<file path="config.mk">
export PLATFORM = sky130hd
export DESIGN_NAME = mem_out_ctrl
export DESIGN_NICKNAME = d
export VERILOG_FILES = /design/src/rtl/mem_out_pkg.sv /design/src/rtl/port_out_stage.sv /design/src/rtl/mem_out_ctrl.sv
export SDC_FILE = /design/constraint.sdc
export NUM_CORES = 1
export LEC_CHECK = 0
export BUFFER_PORTS_ARGS = -buffer_cell sky130_fd_sc_hd__buf_2
export CAP_MARGIN = 0
export CORE_ASPECT_RATIO = 1.2
export CORE_UTILIZATION = 40
export DETAILED_ROUTE_END_ITERATION = 12
export GPL_TIMING_DRIVEN = 0
export HOLD_SLACK_MARGIN = 0.08
export PLACE_DENSITY = 0.7
export SYNTH_ARGS = -nofsm -noshare
export SYNTH_HDL_FRONTEND = slang
export SYNTH_SLANG_ARGS = --single-unit
</file>
<file path="constraint.sdc">
create_clock -name clock -period 5.75 [get_ports clock]
set_input_delay 0.2875 -clock clock [delete_from_list [all_inputs] [get_ports clock]]
set_output_delay 0.2875 -clock clock [all_outputs]
set_load 0.01 [all_outputs]
</file>
<file path="src/rtl/mem_out_pkg.sv">
// Purpose: Shared constants, register map and helpers for the memory port output control
// Assumes: 100 MHz single clock, AXI4-Lite register access with 32-bit data
// Notes: Configuration bit positions are shared by both ports

package mem_out_pkg;

  // ----------------------------------------------------------------
  // Memory geometry
  // ----------------------------------------------------------------
  localparam int DATA_W = 16;
  localparam int ADDR_W = 4;
  localparam int DEPTH = 16;

  // ----------------------------------------------------------------
  // Build-time reset values of the port outputs
  // ----------------------------------------------------------------
  localparam logic [DATA_W-1:0] RESET_VALUE_A = 16'hffff;
  localparam logic [DATA_W-1:0] RESET_VALUE_B = 16'h0000;

  // ----------------------------------------------------------------
  // Register map (byte addresses)
  // ----------------------------------------------------------------
  localparam int AXI_ADDR_W = 4;
  localparam logic [AXI_ADDR_W-1:0] OFS_CFG_A = 4'h0;
  localparam logic [AXI_ADDR_W-1:0] OFS_CFG_B = 4'h4;
  localparam logic [AXI_ADDR_W-1:0] OFS_DOUT = 4'h8;
  localparam logic [AXI_ADDR_W-1:0] OFS_STATUS = 4'hc;

  // ----------------------------------------------------------------
  // Port configuration fields
  // ----------------------------------------------------------------
  localparam int CFG_W = 6;
  localparam int CFG_USE_RST = 0;
  localparam int CFG_USE_REGCE = 1;
  localparam int CFG_PRIM_REG = 2;
  localparam int CFG_CORE_REG = 3;
  localparam int CFG_LATCH_RST = 4;
  localparam int CFG_RST_FIRST = 5;
  localparam logic [CFG_W-1:0] CFG_RESET = 6'h05;

  // Status fields, per port: effective latch reset and read latency
  localparam int LAT_W = 2;
  localparam int STAT_B_SHIFT = 8;
  localparam int STAT_LAT_LSB = 0;
  localparam int STAT_LRST = 4;

  localparam logic [1:0] RESP_OKAY = 2'h0;
  localparam logic [1:0] RESP_SLVERR = 2'h2;

  typedef logic [DATA_W-1:0] data_type;
  typedef logic [CFG_W-1:0] cfg_type;

  // Latch reset is only honoured with a primitive register and no core register
  function automatic logic latch_rst_allowed(input cfg_type cfg);
    latch_rst_allowed = cfg[CFG_LATCH_RST] & cfg[CFG_PRIM_REG] & ~cfg[CFG_CORE_REG];
  endfunction : latch_rst_allowed

  // Read latency: one cycle for the latch plus one per optional register stage
  function automatic logic [LAT_W-1:0] read_latency(input cfg_type cfg);
    read_latency = 2'h1 + {1'b0, cfg[CFG_PRIM_REG]} + {1'b0, cfg[CFG_CORE_REG]};
  endfunction : read_latency

  // Next value of an output register with selectable reset/enable priority
  function automatic data_type stage_next(input logic rst_first, input logic ce, input logic rst_hit,
                                          input data_type d, input data_type q, input data_type rv);
    if (rst_first && rst_hit) begin
      stage_next = rv;
    end else if (ce) begin
      stage_next = rst_hit ? rv : d;
    end else begin
      stage_next = q;
    end
  endfunction : stage_next

endpackage : mem_out_pkg

</file>
<file path="src/rtl/port_out_stage.sv">
// Purpose: Output path of one memory port: latch, primitive register, core register
// Assumes: Inputs synchronous to clock; read data arrives combinationally from the array
// Notes: dout is a flop loaded with the next value of whichever stage is last

`timescale 1ns/1ps

module port_out_stage #(
  parameter mem_out_pkg::data_type RESET_VALUE = '0
) (
  input wire logic clock,
  input wire logic rst,
  input wire mem_out_pkg::cfg_type cfg,
  input wire logic en,
  input wire logic regce,
  input wire logic port_rst,
  input wire mem_out_pkg::data_type rd_data,
  output mem_out_pkg::data_type dout
);
  import mem_out_pkg::*;

  data_type latch_q, latch_d;
  data_type prim_q, prim_d;
  data_type core_q, core_d;
  data_type dout_q;
  logic use_prim, use_core, rst_first, rst_in;
  logic rst_ram, rst_prim, rst_core;
  logic last_ce, prim_ce;

  // ----------------------------------------------------------------
  // Reset and enable steering
  // ----------------------------------------------------------------
  assign use_prim = cfg[CFG_PRIM_REG];
  assign use_core = cfg[CFG_CORE_REG];
  // Priority only matters for output registers; the latch always obeys en
  assign rst_first = cfg[CFG_RST_FIRST] & (use_prim | use_core);
  assign rst_in = cfg[CFG_USE_RST] & port_rst;
  // Separate latch and register resets; latch reset only when it is last or opted in
  assign rst_ram = rst_in & ((~use_prim & ~use_core) | latch_rst_allowed(cfg));
  assign rst_prim = rst_in & use_prim & ~use_core;
  assign rst_core = rst_in & use_core;
  // Last register follows regce when selected, otherwise en
  assign last_ce = cfg[CFG_USE_REGCE] ? regce : en;
  assign prim_ce = use_core ? en : last_ce;

  // ----------------------------------------------------------------
  // Stage next values
  // ----------------------------------------------------------------
  always_comb begin
    latch_d = en ? (rst_ram ? RESET_VALUE : rd_data) : latch_q;
    prim_d = stage_next(rst_first, prim_ce, rst_prim, latch_q, prim_q, RESET_VALUE);
    core_d = stage_next(rst_first, last_ce, rst_core, use_prim ? prim_q : latch_q, core_q,
                        RESET_VALUE);
  end

  // ----------------------------------------------------------------
  // Stages; each optional stage adds one cycle of latency
  // ----------------------------------------------------------------
  always_ff @(posedge clock or posedge rst) begin
    if (rst) begin
      latch_q <= '0;
      prim_q <= '0;
      core_q <= '0;
    end else begin
      latch_q <= latch_d;
      prim_q <= prim_d;
      core_q <= core_d;
    end
  end

  // Output flop mirrors the last stage so the port output is registered
  always_ff @(posedge clock or posedge rst) begin
    if (rst) begin
      dout_q <= '0;
    end else if (use_core) begin
      dout_q <= core_d;
    end else if (use_prim) begin
      dout_q <= prim_d;
    end else begin
      dout_q <= latch_d;
    end
  end

  assign dout = dout_q;

endmodule : port_out_stage

</file>
<file path="src/rtl/mem_out_ctrl.sv">
// Purpose: Dual-port memory with configurable output reset and flow control per port
// Assumes: One 100 MHz clock; port controls synchronous to it; AXI4-Lite for configuration
// Notes: Both ports write the shared array; on a same-address collision port B's write wins

`timescale 1ns/1ps

module mem_out_ctrl (
  input wire logic clock,
  input wire logic rst,
  // AXI4-Lite write address
  input wire logic [mem_out_pkg::AXI_ADDR_W-1:0] s_axi_awaddr,
  input wire logic s_axi_awvalid,
  output logic s_axi_awready,
  // AXI4-Lite write data
  input wire logic [31:0] s_axi_wdata,
  input wire logic [3:0] s_axi_wstrb,
  input wire logic s_axi_wvalid,
  output logic s_axi_wready,
  // AXI4-Lite write response
  output logic [1:0] s_axi_bresp,
  output logic s_axi_bvalid,
  input wire logic s_axi_bready,
  // AXI4-Lite read address
  input wire logic [mem_out_pkg::AXI_ADDR_W-1:0] s_axi_araddr,
  input wire logic s_axi_arvalid,
  output logic s_axi_arready,
  // AXI4-Lite read data
  output logic [31:0] s_axi_rdata,
  output logic [1:0] s_axi_rresp,
  output logic s_axi_rvalid,
  input wire logic s_axi_rready,
  // Memory port A
  input wire logic en_a,
  input wire logic we_a,
  input wire logic [mem_out_pkg::ADDR_W-1:0] addr_a,
  input wire mem_out_pkg::data_type din_a,
  input wire logic regce_a,
  input wire logic port_rst_a,
  output mem_out_pkg::data_type dout_a,
  // Memory port B
  input wire logic en_b,
  input wire logic we_b,
  input wire logic [mem_out_pkg::ADDR_W-1:0] addr_b,
  input wire mem_out_pkg::data_type din_b,
  input wire logic regce_b,
  input wire logic port_rst_b,
  output mem_out_pkg::data_type dout_b
);
  import mem_out_pkg::*;

  // ----------------------------------------------------------------
  // Storage and configuration state
  // ----------------------------------------------------------------
  data_type mem_q [DEPTH];
  cfg_type cfg_a_q, cfg_b_q;

  // Bus slave state
  logic awready_q, wready_q, bvalid_q, arready_q, rvalid_q;
  logic [1:0] bresp_q, rresp_q;
  logic [31:0] rdata_q;
  logic [AXI_ADDR_W-1:0] waddr_q;
  logic [31:0] wdata_q;
  logic [3:0] wstrb_q;
  logic have_aw_q, have_w_q;
  logic do_write, do_read;
  logic [31:0] rdata_d;
  logic [1:0] rresp_d;
  logic [31:0] status_w;

  // ----------------------------------------------------------------
  // Shared memory array
  // ----------------------------------------------------------------
  // Read-first: the latch picks up the old word while a write lands
  always_ff @(posedge clock) begin
    if (en_a && we_a) begin
      mem_q[addr_a] <= din_a;
    end
    if (en_b && we_b) begin
      mem_q[addr_b] <= din_b;
    end
  end

  // ----------------------------------------------------------------
  // Port output paths
  // ----------------------------------------------------------------
  port_out_stage #(
    .RESET_VALUE(RESET_VALUE_A)
  ) u_stage_a (
    .clock(clock),
    .rst(rst),
    .cfg(cfg_a_q),
    .en(en_a),
    .regce(regce_a),
    .port_rst(port_rst_a),
    .rd_data(mem_q[addr_a]),
    .dout(dout_a)
  );

  // Same logic, its own configuration and reset value
  port_out_stage #(
    .RESET_VALUE(RESET_VALUE_B)
  ) u_stage_b (
    .clock(clock),
    .rst(rst),
    .cfg(cfg_b_q),
    .en(en_b),
    .regce(regce_b),
    .port_rst(port_rst_b),
    .rd_data(mem_q[addr_b]),
    .dout(dout_b)
  );

  // ----------------------------------------------------------------
  // AXI4-Lite write channels
  // ----------------------------------------------------------------
  // Address and data are captured independently, in either order
  always_ff @(posedge clock or posedge rst) begin
    if (rst) begin
      have_aw_q <= 1'b0;
      waddr_q <= '0;
    end else if (s_axi_awvalid && awready_q) begin
      have_aw_q <= 1'b1;
      waddr_q <= s_axi_awaddr;
    end else if (do_write) begin
      have_aw_q <= 1'b0;
    end
  end

  always_ff @(posedge clock or posedge rst) begin
    if (rst) begin
      have_w_q <= 1'b0;
      wdata_q <= '0;
      wstrb_q <= '0;
    end else if (s_axi_wvalid && wready_q) begin
      have_w_q <= 1'b1;
      wdata_q <= s_axi_wdata;
      wstrb_q <= s_axi_wstrb;
    end else if (do_write) begin
      have_w_q <= 1'b0;
    end
  end

  // Ready drops once an item is held so a second write waits for the response
  always_ff @(posedge clock or posedge rst) begin
    if (rst) begin
      awready_q <= 1'b0;
      wready_q <= 1'b0;
    end else begin
      awready_q <= ~have_aw_q & ~(s_axi_awvalid & awready_q) & ~bvalid_q;
      wready_q <= ~have_w_q & ~(s_axi_wvalid & wready_q) & ~bvalid_q;
    end
  end

  assign do_write = have_aw_q & have_w_q & ~bvalid_q;

  always_ff @(posedge clock or posedge rst) begin
    if (rst) begin
      bvalid_q <= 1'b0;
      bresp_q <= RESP_OKAY;
    end else if (do_write) begin
      bvalid_q <= 1'b1;
      bresp_q <= (waddr_q == OFS_CFG_A || waddr_q == OFS_CFG_B) ? RESP_OKAY : RESP_SLVERR;
    end else if (s_axi_bready) begin
      bvalid_q <= 1'b0;
    end
  end

  // ----------------------------------------------------------------
  // Configuration registers
  // ----------------------------------------------------------------
  // Only byte lane 0 carries fields; a new setting applies from the next cycle
  always_ff @(posedge clock or posedge rst) begin
    if (rst) begin
      cfg_a_q <= CFG_RESET;
    end else if (do_write && waddr_q == OFS_CFG_A && wstrb_q[0]) begin
      cfg_a_q <= wdata_q[CFG_W-1:0];
    end
  end

  always_ff @(posedge clock or posedge rst) begin
    if (rst) begin
      cfg_b_q <= CFG_RESET;
    end else if (do_write && waddr_q == OFS_CFG_B && wstrb_q[0]) begin
      cfg_b_q <= wdata_q[CFG_W-1:0];
    end
  end

  // ----------------------------------------------------------------
  // AXI4-Lite read channels
  // ----------------------------------------------------------------
  always_comb begin
    status_w = '0;
    status_w[STAT_LAT_LSB +: LAT_W] = read_latency(cfg_a_q);
    status_w[STAT_LRST] = latch_rst_allowed(cfg_a_q);
    status_w[STAT_B_SHIFT + STAT_LAT_LSB +: LAT_W] = read_latency(cfg_b_q);
    status_w[STAT_B_SHIFT + STAT_LRST] = latch_rst_allowed(cfg_b_q);
  end

  always_comb begin
    rdata_d = '0;
    rresp_d = RESP_OKAY;
    case (s_axi_araddr)
      OFS_CFG_A: rdata_d[CFG_W-1:0] = cfg_a_q;
      OFS_CFG_B: rdata_d[CFG_W-1:0] = cfg_b_q;
      OFS_DOUT: rdata_d = {dout_b, dout_a};
      OFS_STATUS: rdata_d = status_w;
      default: rresp_d = RESP_SLVERR;
    endcase
  end

  assign do_read = s_axi_arvalid & arready_q;

  always_ff @(posedge clock or posedge rst) begin
    if (rst) begin
      arready_q <= 1'b0;
    end else begin
      arready_q <= ~rvalid_q & ~do_read;
    end
  end

  always_ff @(posedge clock or posedge rst) begin
    if (rst) begin
      rvalid_q <= 1'b0;
      rdata_q <= '0;
      rresp_q <= RESP_OKAY;
    end else if (do_read) begin
      rvalid_q <= 1'b1;
      rdata_q <= rdata_d;
      rresp_q <= rresp_d;
    end else if (s_axi_rready) begin
      rvalid_q <= 1'b0;
    end
  end

  assign s_axi_awready = awready_q;
  assign s_axi_wready = wready_q;
  assign s_axi_bvalid = bvalid_q;
  assign s_axi_bresp = bresp_q;
  assign s_axi_arready = arready_q;
  assign s_axi_rvalid = rvalid_q;
  assign s_axi_rdata = rdata_q;
  assign s_axi_rresp = rresp_q;

endmodule : mem_out_ctrl

</file>
==> flow_metrics.tcl, run 1 <==
set metrics [dict create \
    powerDensity_nw_per_um2 351.1 \
    cp-end-kind "flop" \
    status "finished, final reports clean" \
    grt_max_degree 111 \
    layout-drive-gt1-share 0.3469 \
    holdBufCountCts 26 \
    ys_ff_latch 448 \
    grt_usage 0.2484 \
    rsz0062_at_grt "false" \
    htree_levels 2 \
    synth_cells 1721 \
    relSlewSlack 0.2197 \
    drtIter0Drc 2001 \
    r2r_start "cfg_a_q[2]" \
    antenna_found_initial 4 \
    first_global_vias 16990 \
    fin_crit_ns 3.473 \
    dp_hpwl_um 52220 \
    cp_max_fo 10 \
    cts_sinks 448 \
    die_height_um 266.2 \
    setup_ws_ns 2.277 \
    nFillCells 4992 \
    core_um2 57300 \
    wl_per_cell_um 27.21 \
    dr_total_vias 16790 \
    cp.arrival_ns 3.94 \
    grt_pass1_wl_um 108400 \
    hold_end "mem_q[7][4]" \
    grt_overflow 0 \
    cts_resized 0 \
    final_antenna_net_count 0 \
    firstDrtPassIters 6 \
    synth_top_flop_cell "edfxtp_1" \
    synth.avg_cell_area_um2 13.52 \
    clk_latency_ns 0.60 \
    start_util 0.4062 \
    async_reset_ff_frac 0.4286 \
    crit_required_ns 6.22 \
    hold_depth 2 \
    cap_viol_max_count 0 \
    nets 2046 \
    clock_path_buffers 3 \
    worstHoldStart "din_b[4]" \
    setup_violations 0 \
    drc 0 \
    cts_made_buffers 46 \
    rows 96 \
    cts_tree "built" \
    final_cells 2718 \
    numPortBuffers 132 \
    period_share 0.6039 \
    vdd_ir_drop_max_v 0.0002144 \
    post-cts-setup-buffer-count 0 \
    yosysSeqAreaShare 0.5370 \
    synth_edf_count 256 \
    cts_root_buf "clkbuf_16" \
    dieArea_um2 59150 \
    viasPerCell 6.177 \
    ys_warn_count 0 \
    worstMarginPinSlew_ns 1.166 \
    synth_area_um2 23270 \
    critPathLaunchType "flop" \
    drt-total-wl_um 73950 \
    synth_cell_types 58 \
    timing.fmax_ghz 0.2880 \
    hold_viol_final 0 \
    min_path_type "input pin to flop" \
    rr_worst_depth 10 \
    clkTransAtPathRegs_ns 0.07 \
    power.leakage_nw 10.22 \
    slew_violations 0 \
    die_x_um 222.2 \
    post-place-cells 2606 \
    r2r_end "u_stage_a.dout[9]" \
    crit_type "flop to flop" \
    gp_congestion 0.9709 \
    pre_cts_slack_ns 2.301 \
    area_growth_pct 16.32 \
    fin_skew_ns 0.02630 \
    diodes 0 \
    reg2reg_slack_ns 2.28 \
    io_pins 172 \
]
-- synth_stat cells, types with 4 or more instances --
library cell	number	area, µm²
mux2_2	269	3029
edfxtp_1	256	7687
dfrtp_1	188	4705
nor2_1	108	405.4
nand2_1	102	382.9
mux4_2	98	2207
clkbuf_1	89	334.1
o21ai_0	85	425.4
mux2i_1	70	700.7
a22o_1	46	402.9
a22oi_1	46	345.3
o22ai_1	42	262.8
buf_2	36	180.2
a221o_1	31	310.3
inv_1	31	116.4
nor2b_1	25	156.4
a21oi_1	21	105.1
nand2b_1	21	131.4
nor3_1	20	100.1
a2111oi_0	16	140.1
nor4_2	15	187.7
mux2_1	14	157.7
buf_1	10	37.54
buf_4	8	60.06
nand3_1	7	35.03
nor2_2	6	37.54
o21ai_1	5	25.02
and3_1	4	25.02
buf_6	4	45.04
dfstp_2	4	105.1
nand3b_1	4	30.03
o31ai_1	4	30.03
-- power by group --
group / internal (W) / switching [W]
clock network: 0.00177 / 0.00131
logic: 0.000874 / 0.00130
registers: 0.00394 / 0.000310
total: 0.00659 / 0.00292
-- state kept, by name (all words and copies together), names as in the netlist, 4 cells and up --
| register | count |
|---|---|
| cfg_b_q | 6 |
| s_axi_rdata | 32 |
| u_stage_b.latch_q | 16 |
| u_stage_b.prim_q | 16 |
| u_stage_a.dout | 16 |
| u_stage_a.prim_q | 16 |
| u_stage_a.latch_q | 16 |
| u_stage_b.core_q | 16 |
| wdata_q | 6 |
| waddr_q | 4 |
| cfg_a_q | 6 |
| u_stage_a.core_q | 16 |
| mem_q | 256 |
| u_stage_b.dout | 16 |
-- critical path: stages, from the launching register on --
cell       delay (ns)
dfstp_2          0.51
buf_2            0.22
clkbuf_1         0.39
inv_1            0.15
ha_1             0.25
nand2b_1         0.16
a2bb2oi_2        0.25
buf_2            0.34
nor4_2           0.62
nor3_1           0.15
a221o_1          0.29
-- cell families (layout without fill, tap and decap cells) --
logic type,after synthesis,count (layout),synth area share
mux,452,452,0.2630
flops,448,448,0.5370
simple gates,330,330,0.07146
compound gates,309,309,0.09318
buf+inv,179,440,0.03409
fa+ha+maj,2,2,0.001075
other cells,1,2,0.0001611
-- placed cells by master (no fill, tap or decap), types with 10 or more instances in the layout --
master | synthesis | routed
a2111oi_0 | 16 | 16
a21oi_1 | 21 | 21
a221o_1 | 31 | 31
a22o_1 | 46 | 46
a22oi_1 | 46 | 46
buf_1 | 10 | 10
buf_2 | 36 | 168
buf_8 | 0 | 11
clkbuf_1 | 89 | 96
clkbuf_16 | 0 | 46
dfrtp_1 | 188 | 188
dlygate4sd3_1 | 0 | 26
edfxtp_1 | 256 | 256
inv_1 | 31 | 30
mux2_1 | 14 | 14
mux2_2 | 269 | 269
mux2i_1 | 70 | 70
mux4_2 | 98 | 98
nand2_1 | 102 | 102
nand2b_1 | 21 | 21
nor2_1 | 108 | 108
nor2b_1 | 25 | 25
nor3_1 | 20 | 20
nor4_2 | 15 | 15
o21ai_0 | 85 | 81
o22ai_1 | 42 | 33
-- worst max path at each step --
stage                     startpoint                   end  cells past startpoint
after CTS                 cfg_a_q[2]     u_stage_a.dout[9]                     10
after detailed placement  cfg_a_q[2]     u_stage_a.dout[9]                     10
after global routing      cfg_a_q[2]     u_stage_a.dout[9]                     10
after global placement           rst  u_stage_a.latch_q[1]                      2
after floorplan                  rst            cfg_a_q[1]                      1
final                     cfg_a_q[2]     u_stage_a.dout[9]                     10
-- cell type report --
cell class	instances	area, µm²	area share
buffer	148	676.9	0.02501
clock buffer	59	1254	0.04632
clock inverter	27	279.0	0.01031
inverter	31	123.9	0.004576
multi-input combinational	1095	10070	0.3719
sequential	448	12500	0.4617
tap	735	919.6	0.03397
timing repair buffer	175	1251	0.04622
-- through the flow --
stage / hold WS, ns / area, µm² / util / power, W / setup TNS [ns]
floorplan: 0.3782 / 23270 / - / 0.005606 / 0
global placement: 0.4328 / 24860 / 0.4338 / 0.006324 / -291.74
detailed placement: 0.4584 / 25280 / 0.4411 / 0.006424 / 0
CTS: 0.08066 / 27070 / 0.4724 / 0.009501 / 0
global route: 0.1010 / 27070 / 0.4724 / 0.009876 / 0
finish: 0.1044 / 27070 / 0.4724 / 0.009504 / 0
-- routing by layer --
layer / wire, µm / global-route usage
met3: 6362 / 0.04687
met4: 3545 / 0.1094
met2: 36100 / 0.4232
met5: 40 / 0
met1: 27910 / 0.3070
No activity file was read; power rests on OpenSTA's default activity.
==> run 2, diff against run 1 <==
==> constraint.sdc (replaced) <==
create_clock -name clock -period 3.1 [get_ports clock]
set_input_delay 0.155 -clock clock [delete_from_list [all_inputs] [get_ports clock]]
set_output_delay 0.155 -clock clock [all_outputs]
set_load 0.01 [all_outputs]
==> run 2 against run 1 <==
Critical endpoint is now mem_q[7][11]. Register-to-register slack worse by 2.1 ns. Non-clock buffer count rose by 35. Sequential power grew 86%. Worst setup slack lost 2.1 ns. Largest power group unchanged. Wire length is essentially flat. Flip-flop and latch count unchanged. Power grew 88%. Count of clock-buffer cells in the layout increased by 7. Cell count grew 1.3%. Critical path depth decreased by 3.
==> flow_metrics.tcl, run 2 (same netlist as run 1, synthesis figures left out) <==
set metrics [dict create \
    status "finished, final reports clean" \
    path_cells "buf_2 > clkbuf_1 > nand4_2 > nor2_2 > buf_2 > mux2_2 > dlygate4sd3_1" \
    cts_root_buf "clkbuf_16" \
    rsz0062_at_grt "false" \
    nets 2081 \
    start_util 0.4062 \
    powerDensity_nw_per_um2 648.4 \
    fin_skew_ns 0.02690 \
    final_cell_area_um2 27620 \
    setup_violations 0 \
    die_x_um 222.2 \
    drtIter0Drc 1895 \
    worstMarginPinSlew_ns 1.032 \
    power.leakage_nw 10.44 \
    crit_family "buffers and inverters" \
    post-cts-setup-buffer-count 0 \
    drc 0 \
    regMostFlops "mem_q" \
    firstDrtPassIters 6 \
    layout_commonest_cell "mux2_2" \
    cp-end-kind "flop" \
    fin_util 0.4821 \
    dp_hpwl_um 53220 \
    placed_cell_area_um2 25360 \
    rows 96 \
    first_global_vias 17560 \
    holdWs_ns 0.09614 \
    critPathBufInv 4 \
    diodes 0 \
    cap_viol_max_count 0 \
    cpPeakStageDelay_ns 0.59 \
    min_path_type "input pin to flop" \
    cp_max_fo 10 \
    area_growth_pct 18.71 \
    drt-total-wl_um 73990 \
    numPortBuffers 132 \
    pre_cts_slack_ns -0.3533 \
    period_share 0.9568 \
    core_um2 57300 \
    crit_required_ns 3.46 \
    wl_per_cell_um 26.87 \
    relSlewSlack 0.3069 \
    path_common_cell "buf_2" \
    dr_total_vias 16880 \
    viasPerCell 6.133 \
    cts_made_buffers 46 \
    grt_usage 0.2508 \
    critPathLaunchType "input pin" \
    largest_reg_flops 256 \
    grt_max_degree 41 \
    layout-drive-gt1-share 0.3444 \
    fin_setup_tns_ns 0 \
    final_cell_mix "269 x mux2_2, 256 x edfxtp_1, 188 x dfrtp_1, 166 x buf_2, 108 x nor2_1" \
    crit_type "input pin to flop" \
    gp_congestion 0.9799 \
    cp.arrival_ns 3.32 \
    final_antenna_net_count 0 \
    hold_viol_final 0 \
    io_pins 172 \
    slew_violations 0 \
    vdd_ir_drop_max_v 0.0004848 \
    grt_pass1_wl_um 110200 \
    fin_crit_ns 2.966 \
    slowest_stage "clkbuf_1" \
    htree_levels 2 \
    die_height_um 266.2 \
    setup_ws_ns 0.1339 \
    clock_path_buffers 3 \
    grt_overflow 0 \
    clk_latency_ns 0.60 \
    cts_tree "built" \
    antenna_found_initial 0 \
    cts_sinks 448 \
    timing.fmax_ghz 0.3371 \
    dieArea_um2 59150 \
    clkTransAtPathRegs_ns 0.06 \
]
-- run 2: repair_timing --
action | 4_1_cts | 5_1_grt
hold buffers | 59 | 0
endpoints found under the setup margin | 11 | 5
pin swaps | 0 | 0
resized for setup | 5 | 4
hold endpoints to repair | 239 | 0
-- run 2: routing by layer --
layer	up-vias	global-route usage	share of wire
met4	0	0.1242	0.049
met2	965	0.4303	0.49
li1	7156	-	-
met3	225	0.04400	0.091
met1	8538	0.3045	0.37
met5	-	0	0
-- run 2: power by group --
group / internal, W / switching, W / total [W]
clock: 0.00349 / 0.00243 / 0.00592
combinational: 0.00168 / 0.00240 / 0.00408
sequential: 0.00731 / 0.000606 / 0.00791
-- run 2: cell type report --
class,instances,area [µm²]
sequential,448,12500
clock buffer,66,1359
clock inverter,20,251.5
tap,735,919.6
timing repair buffer,212,1667
buffer,146,670.6
fill,4884,29670
inverter,31,120.1
multi-input combinational,1095,10140
-- run 2: worst min-delay path, delay by kind of cell --
family                 cells  cell delay (ns)
AO/OA/AOI/OAI              1             0.09
buffers and inverters      1             0.20
AND/OR/NAND/NOR            1             0.20
-- run 2: metrics by stage --
| stage | total power [W] | instances |
|---|---|---|
| after floorplan | 0.01040 | 1722 |
| after global placement | 0.01173 | 2589 |
| after detailed placement | 0.01194 | 2610 |
| after CTS | 0.01791 | 2754 |
| after global routing | 0.01863 | 2753 |
| final | 0.01791 | 2753 |
-- run 2: path summary, 6_finish.rpt --
path / from / endpoint / slack [ns] / cells after the start
worst max-delay path: en_b / mem_q[7][11] / 0.13 / 7
worst min-delay path: s_axi_araddr[3] / s_axi_rdata[8] / 0.1 / 3
max in group asynchronous: rst / cfg_a_q[0] / 1.35 / 7
worst max register to register: cfg_a_q[2] / u_stage_a.dout[10] / 0.19 / 8
worst min register to register: s_axi_rvalid / s_axi_arready / 0.48 / 1
min in group asynchronous: rst / u_stage_b.prim_q[10] / 0.64 / 4
